## src/core/mcss_pkg.sv

```systemverilog
// Package: register map and state encoding of the current scale sequencer
package mcss_pkg;
   // ---------------------------------------------------------------
   // Register offsets (word addresses on the register port)
   // ---------------------------------------------------------------
   localparam int ADDR_W = 7;
   localparam logic [6:0] OFS_STANDBY_ENTRY_DELAY = 7'h15;
   localparam logic [6:0] OFS_COAST_ENTRY_DELAY = 7'h16;
   localparam logic [6:0] OFS_DRIVE_LEVEL_VEL_THR = 7'h17;
   localparam logic [6:0] OFS_RISE_STEP_INTERVAL = 7'h18;
   localparam logic [6:0] OFS_HOLD_FALL_INTERVAL = 7'h19;
   localparam logic [6:0] OFS_DRIVE_FALL_INTERVAL = 7'h1A;
   localparam logic [6:0] OFS_BOOST_DURATION = 7'h1B;
   localparam logic [6:0] OFS_SCALE_READBACK = 7'h7C;
   // ---------------------------------------------------------------
   // Field widths and reset values
   // ---------------------------------------------------------------
   localparam int DLY_W = 32;
   localparam int IVL_W = 24;
   localparam int VEL_W = 24;
   localparam int LVL_W = 8;
   localparam int SCALE_W = 9;
   localparam logic [31:0] RST_DELAY32 = 32'h00000000;
   localparam logic [23:0] RST_DELAY24 = 24'h000000;
   localparam logic [8:0] RST_SCALE = 9'h000;
   localparam logic [31:0] RST_CIRC_DEC = 32'h00000000;
   // ---------------------------------------------------------------
   // Current phase of the motor
   // ---------------------------------------------------------------
   typedef enum logic [1:0] {
      PH_MOVING,
      PH_STOP_WAIT,
      PH_STANDBY,
      PH_COAST
   } mcss_phase_e;
endpackage

```

## src/core/mcss_sequencer.sv

```systemverilog
// Current scale sequencer: standby/coast timing, level choice and ramping
// Functional notes
// After ramp stop, wait standby entry delay cycles before standby.
// After standby starts, wait coast entry delay cycles before coasting.
// Without voltage PWM, above threshold velocity use second drive level.
// With voltage PWM, threshold register serves as full amplitude velocity.
// Raise scale one step per rise interval toward higher target.
// Lower scale one step per hold fall interval toward hold level.
// Lower scale one step per drive fall interval toward lower drive level.
// Boost stays active for boost duration cycles after ramp start.
// Readback address returns scale in use, 9 bits, reset zero.
// Writes to readback address load circular decimal step instead.
// Velocity level selection only when second drive level is enabled.
// Coasting after standby only when coast enable is set.
// Zero delays or intervals act without extra waiting cycles.
`timescale 1ns/10ps
module mcss_sequencer
   import mcss_pkg::*;
(
   input wire logic ref_clk,
   input wire logic reset,
   input wire logic reg_wr_en,
   input wire logic [mcss_pkg::ADDR_W-1:0] reg_addr,
   input wire logic [31:0] reg_wdata,
   output logic [31:0] reg_rdata_r,
   input wire logic ramp_running,
   input wire logic [mcss_pkg::VEL_W-1:0] actual_velocity,
   input wire logic voltage_pwm_en,
   input wire logic second_drive_en,
   input wire logic coast_en,
   input wire logic [mcss_pkg::LVL_W-1:0] boost_current_level,
   input wire logic [mcss_pkg::LVL_W-1:0] first_drive_current_level,
   input wire logic [mcss_pkg::LVL_W-1:0] second_drive_current_level,
   input wire logic [mcss_pkg::LVL_W-1:0] hold_current_level,
   output logic [mcss_pkg::SCALE_W-1:0] current_scale_r,
   output logic standby_active_r,
   output logic coast_active_r,
   output logic boost_active_r,
   output logic [mcss_pkg::VEL_W-1:0] pwm_full_amplitude_velocity_r,
   output logic [31:0] circular_decimal_step_r
);
   import mcss_pkg::*;

   logic [DLY_W-1:0] standby_entry_delay_r;
   logic [DLY_W-1:0] coast_entry_delay_r;
   logic [VEL_W-1:0] drive_level_velocity_threshold_r;
   logic [IVL_W-1:0] current_rise_step_interval_r;
   logic [IVL_W-1:0] hold_fall_step_interval_r;
   logic [IVL_W-1:0] drive_fall_step_interval_r;
   logic [DLY_W-1:0] boost_duration_r;
   mcss_phase_e phase_r;
   mcss_phase_e phase_nxt;
   logic [DLY_W-1:0] wait_cnt_r;
   logic [DLY_W-1:0] boost_cnt_r;
   logic [IVL_W-1:0] step_cnt_r;
   logic ramp_running_d_r;

   // ---------------------------------------------------------------
   // Register decode
   // ---------------------------------------------------------------
   wire wr_stby = reg_wr_en && (reg_addr == OFS_STANDBY_ENTRY_DELAY);
   wire wr_coast = reg_wr_en && (reg_addr == OFS_COAST_ENTRY_DELAY);
   wire wr_thr = reg_wr_en && (reg_addr == OFS_DRIVE_LEVEL_VEL_THR);
   wire wr_rise = reg_wr_en && (reg_addr == OFS_RISE_STEP_INTERVAL);
   wire wr_hfall = reg_wr_en && (reg_addr == OFS_HOLD_FALL_INTERVAL);
   wire wr_dfall = reg_wr_en && (reg_addr == OFS_DRIVE_FALL_INTERVAL);
   wire wr_boost = reg_wr_en && (reg_addr == OFS_BOOST_DURATION);
   wire wr_circ = reg_wr_en && (reg_addr == OFS_SCALE_READBACK);

   // Read mux; unmapped addresses answer zero
   logic [31:0] rd_mux;
   always_comb
   begin
      case (reg_addr)
         OFS_STANDBY_ENTRY_DELAY: rd_mux = standby_entry_delay_r;
         OFS_COAST_ENTRY_DELAY: rd_mux = coast_entry_delay_r;
         OFS_DRIVE_LEVEL_VEL_THR: rd_mux = {8'h00, drive_level_velocity_threshold_r};
         OFS_RISE_STEP_INTERVAL: rd_mux = {8'h00, current_rise_step_interval_r};
         OFS_HOLD_FALL_INTERVAL: rd_mux = {8'h00, hold_fall_step_interval_r};
         OFS_DRIVE_FALL_INTERVAL: rd_mux = {8'h00, drive_fall_step_interval_r};
         OFS_BOOST_DURATION: rd_mux = boost_duration_r;
         // scale readback
         OFS_SCALE_READBACK: rd_mux = {23'h000000, current_scale_r};
         default: rd_mux = 32'h00000000;
      endcase
   end

   // Register storage; the readback address is write-only for the step
   always_ff @(posedge ref_clk)
   begin
      if (reset)
      begin
         standby_entry_delay_r <= RST_DELAY32;
         coast_entry_delay_r <= RST_DELAY32;
         drive_level_velocity_threshold_r <= RST_DELAY24;
         current_rise_step_interval_r <= RST_DELAY24;
         hold_fall_step_interval_r <= RST_DELAY24;
         drive_fall_step_interval_r <= RST_DELAY24;
         boost_duration_r <= RST_DELAY32;
         circular_decimal_step_r <= RST_CIRC_DEC;
         reg_rdata_r <= 32'h00000000;
      end
      else
      begin
         if (wr_stby) standby_entry_delay_r <= reg_wdata;
         if (wr_coast) coast_entry_delay_r <= reg_wdata;
         if (wr_thr) drive_level_velocity_threshold_r <= reg_wdata[23:0];
         if (wr_rise) current_rise_step_interval_r <= reg_wdata[23:0];
         if (wr_hfall) hold_fall_step_interval_r <= reg_wdata[23:0];
         if (wr_dfall) drive_fall_step_interval_r <= reg_wdata[23:0];
         if (wr_boost) boost_duration_r <= reg_wdata;
         // write loads step
         if (wr_circ) circular_decimal_step_r <= reg_wdata;
         reg_rdata_r <= rd_mux;
      end
   end

   // ---------------------------------------------------------------
   // Phase sequencing: moving, stop wait, standby, coast
   // ---------------------------------------------------------------
   wire stby_due = (wait_cnt_r >= standby_entry_delay_r);
   wire coast_due = (wait_cnt_r >= coast_entry_delay_r);
   wire ramp_start = ramp_running && !ramp_running_d_r;

   always_comb
   begin
      phase_nxt = phase_r;
      case (phase_r)
         PH_MOVING:
            if (!ramp_running) phase_nxt = PH_STOP_WAIT;
         // standby delay, zero means next cycle
         PH_STOP_WAIT:
            if (ramp_running) phase_nxt = PH_MOVING;
            else if (stby_due) phase_nxt = PH_STANDBY;
         // coast only when enabled
         PH_STANDBY:
            if (ramp_running) phase_nxt = PH_MOVING;
            else if (coast_en && coast_due) phase_nxt = PH_COAST;
         PH_COAST:
            if (ramp_running) phase_nxt = PH_MOVING;
         default: phase_nxt = PH_MOVING;
      endcase
   end

   // Wait counter restarts on each phase change so both delays count fresh
   always_ff @(posedge ref_clk)
   begin
      if (reset)
      begin
         phase_r <= PH_STOP_WAIT;
         wait_cnt_r <= RST_DELAY32;
         ramp_running_d_r <= 1'b0;
         standby_active_r <= 1'b0;
         coast_active_r <= 1'b0;
      end
      else
      begin
         phase_r <= phase_nxt;
         wait_cnt_r <= (phase_nxt != phase_r) ? RST_DELAY32 : wait_cnt_r + 32'h1;
         ramp_running_d_r <= ramp_running;
         standby_active_r <= (phase_nxt == PH_STANDBY);
         coast_active_r <= (phase_nxt == PH_COAST);
      end
   end

   // ---------------------------------------------------------------
   // Boost window after ramp start
   // ---------------------------------------------------------------
   // boost window length
   wire boost_nxt = ramp_start ? (boost_duration_r != RST_DELAY32)
                  : (boost_active_r && ramp_running
                     && (boost_cnt_r + 32'h1 < boost_duration_r));
   always_ff @(posedge ref_clk)
   begin
      if (reset)
      begin
         boost_active_r <= 1'b0;
         boost_cnt_r <= RST_DELAY32;
      end
      else
      begin
         boost_active_r <= boost_nxt;
         boost_cnt_r <= ramp_start ? RST_DELAY32 : boost_cnt_r + 32'h1;
      end
   end

   // ---------------------------------------------------------------
   // Target level and step ramping
   // ---------------------------------------------------------------
   // velocity picks drive level
   wire use_second = second_drive_en && !voltage_pwm_en
                   && (actual_velocity > drive_level_velocity_threshold_r);
   wire [LVL_W-1:0] drive_level = use_second ? second_drive_current_level
                                             : first_drive_current_level;
   wire at_rest = (phase_r == PH_STANDBY) || (phase_r == PH_COAST);
   wire [SCALE_W-1:0] target = (phase_r == PH_COAST) ? RST_SCALE
                      : at_rest ? {1'b0, hold_current_level}
                      : boost_active_r ? {1'b0, boost_current_level}
                      : {1'b0, drive_level};
   wire go_up = target > current_scale_r;
   wire go_down = target < current_scale_r;
   // interval per direction
   wire [IVL_W-1:0] interval = go_up ? current_rise_step_interval_r
                             : at_rest ? hold_fall_step_interval_r
                             : drive_fall_step_interval_r;
   wire step_due = (step_cnt_r >= interval);

   // Coast drops the scale at once: freewheeling means no current at all
   always_ff @(posedge ref_clk)
   begin
      if (reset)
      begin
         current_scale_r <= RST_SCALE;
         step_cnt_r <= RST_DELAY24;
      end
      else if (phase_r == PH_COAST)
      begin
         current_scale_r <= RST_SCALE;
         step_cnt_r <= RST_DELAY24;
      end
      else if ((go_up || go_down) && step_due)
      begin
         current_scale_r <= go_up ? current_scale_r + 9'h001
                                  : current_scale_r - 9'h001;
         step_cnt_r <= RST_DELAY24;
      end
      else
      begin
         current_scale_r <= current_scale_r;
         step_cnt_r <= (go_up || go_down) ? step_cnt_r + 24'h000001
                                          : RST_DELAY24;
      end
   end

   // threshold as full amplitude velocity
   always_ff @(posedge ref_clk)
   begin
      if (reset)
         pwm_full_amplitude_velocity_r <= RST_DELAY24;
      else
         pwm_full_amplitude_velocity_r <= voltage_pwm_en
            ? drive_level_velocity_threshold_r : RST_DELAY24;
   end
endmodule

```

## config.mk

```make
export PLATFORM = sky130hd
export DESIGN_NAME = mcss_sequencer
export DESIGN_NICKNAME = d
export VERILOG_FILES = /design/src/core/mcss_pkg.sv /design/src/core/mcss_sequencer.sv
export SDC_FILE = /design/constraint.sdc
export NUM_CORES = 1
export LEC_CHECK = 0
export BUFFER_PORTS_ARGS = -buffer_cell sky130_fd_sc_hd__buf_2
export CORE_MARGIN = 5
export CORE_UTILIZATION = 43
export DETAILED_ROUTE_END_ITERATION = 16
export PLACE_DENSITY_LB_ADDON = 0.08
export SLEW_MARGIN = 30
export SYNTH_ARGS = -nofsm -noshare
export SYNTH_HDL_FRONTEND = slang
export SYNTH_SLANG_ARGS = --single-unit
```

## constraint.sdc

```tcl
create_clock -name ref_clk -period 10.9 [get_ports ref_clk]
set_input_delay 3.27 -clock ref_clk [delete_from_list [all_inputs] [get_ports ref_clk]]
set_output_delay 3.27 -clock ref_clk [all_outputs]
set_load 0.01 [all_outputs]
```

==> metrics.md <==
| Metric | Value |
|---|---|
| Status | completed |
| Max Clk Rate | 102 MHz |
| Internal Pwr Total | 2.32 mW |
| Worst EP required | 11.39 ns |
| Die height | 225 um |
| Dominant synthesized flop cell | dfxtp_1 |
| Largest cells by area after synthesis | dfxtp_1 (39%), nand2_1 (10%), ha_1 (10%), a21oi_1 (7.6%), inv_1 (2.7%) |
| GPL Wtd Cong | 0.921 |
| Post-route setup TNS | 0 ns |
| TritonCTS buffer count | 43 |
| Overall Power | 3.11 mW |
| Async SR Flop Fraction | 0 |
| Share of cells above drive strength 1 | 0.128 |
| Period minus WS final | 9.79 ns |
| Vias/cell | 5.62 |
| Die footprint | 0.0505 sq mm |
| Most used cell, CP | ha_1 |
| RSZ-0062 raised after global routing | no |
| Die width | 225 um |
| Antenna violations before repair | 0 |
| GRT overflow | 0 |
| Setup slack, reg-to-reg | 3.45 ns |
| Yosys cell types | 73 |
| Slowest CP cell | nor3_2 |
| Tot GR Track Use | 0.259 |
| Max-Cap Viols | 0 |
| Post-synth EDFFs | 0 |
| CTS root buf | clkbuf_16 |
| Peak VDD IR | 0.113 mV |
| Skew final | 0.0148 ns |
| Core area | 0.0455 sq mm |
| CP Class | in -> reg |
| Clock buffer depth | 3 |
| Final setup fails | 0 |
| Final period util | 0.898 |
| TritonCTS clock tree | done |
| Synth area leader | dfxtp_1 |
| Mapped cell area | 0.0198 sq mm |
| Largest driver fanout on the critical path | 40 |
| Area growth syn-to-layout | 13.5% |
| Postcts setup bufs | 0 |
| Row cnt | 78 |
| Leakage | 8.38 nW |
| Final nets | 2,851 |
| DRC Markers | 0 |
| Final antenna-violating net count | 0 |
| IO Count | 202 |
| Most numerous cell in the Yosys netlist | nand2_1 |
| WP data arrival | 10.28 ns |
| Slew headroom | 0.337 |
| Drt first-iter violations | 1,573 |
| Sw Ratio | 0.254 |
| Fin. Hold Viols | 0 |
| Largest net degree at the start of global routing | 173 |
| Number of global-route vias before repair | 17,300 |
| Worst Setup Start Kind | input pin |
| Crit path max-delay family | compound AO/OA/AOI/OAI gates |
| Routed wire per std cell | 21.2 um |
| Top cell type's share of synthesized area | 0.387 |
| Synth top cells by count | nand2_1 (538), dfxtp_1 (383), a21oi_1 (301) |
| # clock sinks | 383 |
| Hold crit path type | reg -> reg |
| Initial core utilization | 0.436 |
| First-pass GRT wire length | 103,000 um |
| Yosys Warn Count | 0 |
| PortBufs | 201 |
| Worst-Skew Late Latency | 0.57 ns |
| Synthesized flop and latch total | 383 |
| TritonRoute pass-1 iters | 7 |
| Hold-fix buffers at CTS | 0 |
| Slew of the pin with the lowest slew margin | 0.988 ns |
| Worst Path Buf+Inv | 1 |
| CP Cell Sequence | buf_2 -> ha_1 -> a21oi_1 -> a21oi_1 -> a2111oi_0 -> nor2_1 -> nor3_2 -> or3_1 -> o311a_1 -> ha_1 -> nand3_1 -> o21bai_1 -> a31o_2 -> a31oi_1 -> nand2b_2 -> o21ai_0 -> ha_1 -> a21o_1 -> a211oi_2 -> o211ai_1 -> a221o_1 -> a41oi_4 -> nand3_4 -> nor2_1 |
| Post-synthesis net count | 2,733 |
| Net switching power | 791 uW |
| Resized Gates After CTS | 0 |
| Clock H-tree levels | 2 |
| Slew Limit Fails | 0 |
| Slowest stage delay, CP | 0.86 ns |
| WL final | 68,200 um |
| Comb pwr share | 0.087 |
| Cells after Synth | 2,469 |
| Setup crit end kind | flop |
| Clock network power share | 0.459 |
| Post-Synthesis Mean Instance Area | 8.03 sq um |
| Clk pin slew, worst setup/hold paths | 0.06 ns |
| PD cells | 138 mW/mm^2 |
| Sequential area share after synthesis | 0.387 |
| Hpwl dp | 48,700 um |
| Antenna Cells | 0 |
| Sequential Power Share | 0.454 |
| Total number of vias | 18,100 |
==> final timing paths <==
kind | from | to | cells past startpoint
max | actual_velocity[18] | step_cnt_r[22] | 24
max reg2reg | drive_level_velocity_threshold_r[18] | step_cnt_r[22] | 24
min | circular_decimal_step_r[23] | circular_decimal_step_r[23] | 2
min reg2reg | circular_decimal_step_r[23] | circular_decimal_step_r[23] | 2
==> power groups by stage <==
stage          Clock [mW]  Combinational [mW]  Sequential (mW)
2_1_floorplan           0               0.177             1.44
3_3_place_gp            0               0.261             1.45
3_5_place_dp            0               0.268             1.45
4_1_cts              1.45               0.269             1.41
5_1_grt              1.51               0.298             1.41
6_report             1.43               0.270             1.41
==> placed cells by master, fill, tap and decap left out, drive strengths merged, types with 48 or more instances in the layout <==
cell and count:
buf 226, o21ai 70, nand3 69, a21oi 301
inv 142, ha 161, nand2 538, dfxtp 383
nor2b 48, nor2 102, clkbuf 69
==> worst min-delay path: cells and delay by family, from the launching register on <==
| kind | cells | cell delay (ns) |
|---|---|---|
| flops | 1 | 0.30 |
| simple gates | 1 | 0.05 |
| compound gates | 1 | 0.05 |
==> flip-flops by register name (all words and copies together) (netlist names), 32 cells and up <==
register / count
boost_cnt_r: 32
boost_duration_r: 32
circular_decimal_step_r: 32
coast_entry_delay_r: 32
reg_rdata_r: 32
standby_entry_delay_r: 32
wait_cnt_r: 32
==> per-layer routing <==
layer	wire (um)	track usage	vias to the layer above	part of all wire
met4	2340	0.0866	0	0.034
met1	29700	0.347	8647	0.44
met2	31800	0.425	604	0.47
met5	0	0	-	0
li1	-	-	8721	-
met3	4360	0.0466	127	0.064
==> layout make-up <==
class,count,area [sq um]
timing repair buffer,227,1220
clock inverter,9,50.0
tap,600,751
sequential,383,7670
clock buffer,68,1310
multi-input combinational,1789,10900
inverter,143,537
fill,4495,23000
==> through the flow <==
stage                     instances  setup WS [ns]  hold WS [ns]  utilization  cell area [sq um]
after floorplan                2469           2.03         0.441            -              19800
after global placement         3142          0.961         0.440        0.464              21100
after detailed placement       3142          0.663         0.446        0.464              21100
after CTS                      3219           1.24         0.454        0.494              22500
after global routing           3219          0.726         0.466        0.495              22500
final                          3219           1.11         0.451        0.495              22500
==> kinds of logic (layout without fill, tap and decap cells) <==
group | count (synthesis) | in the layout | synth area share
AOI/OAI and AO/OA | 585 | 585 | 0.182
buffers and inverters | 297 | 447 | 0.0637
xor gates and xnor gates | 85 | 85 | 0.0376
muxes | 39 | 39 | 0.0205
DFF | 383 | 383 | 0.387
adders and majority gates | 162 | 162 | 0.103
and+or+nand+nor | 918 | 918 | 0.207
No activity file was read; power rests on OpenSTA's default activity.
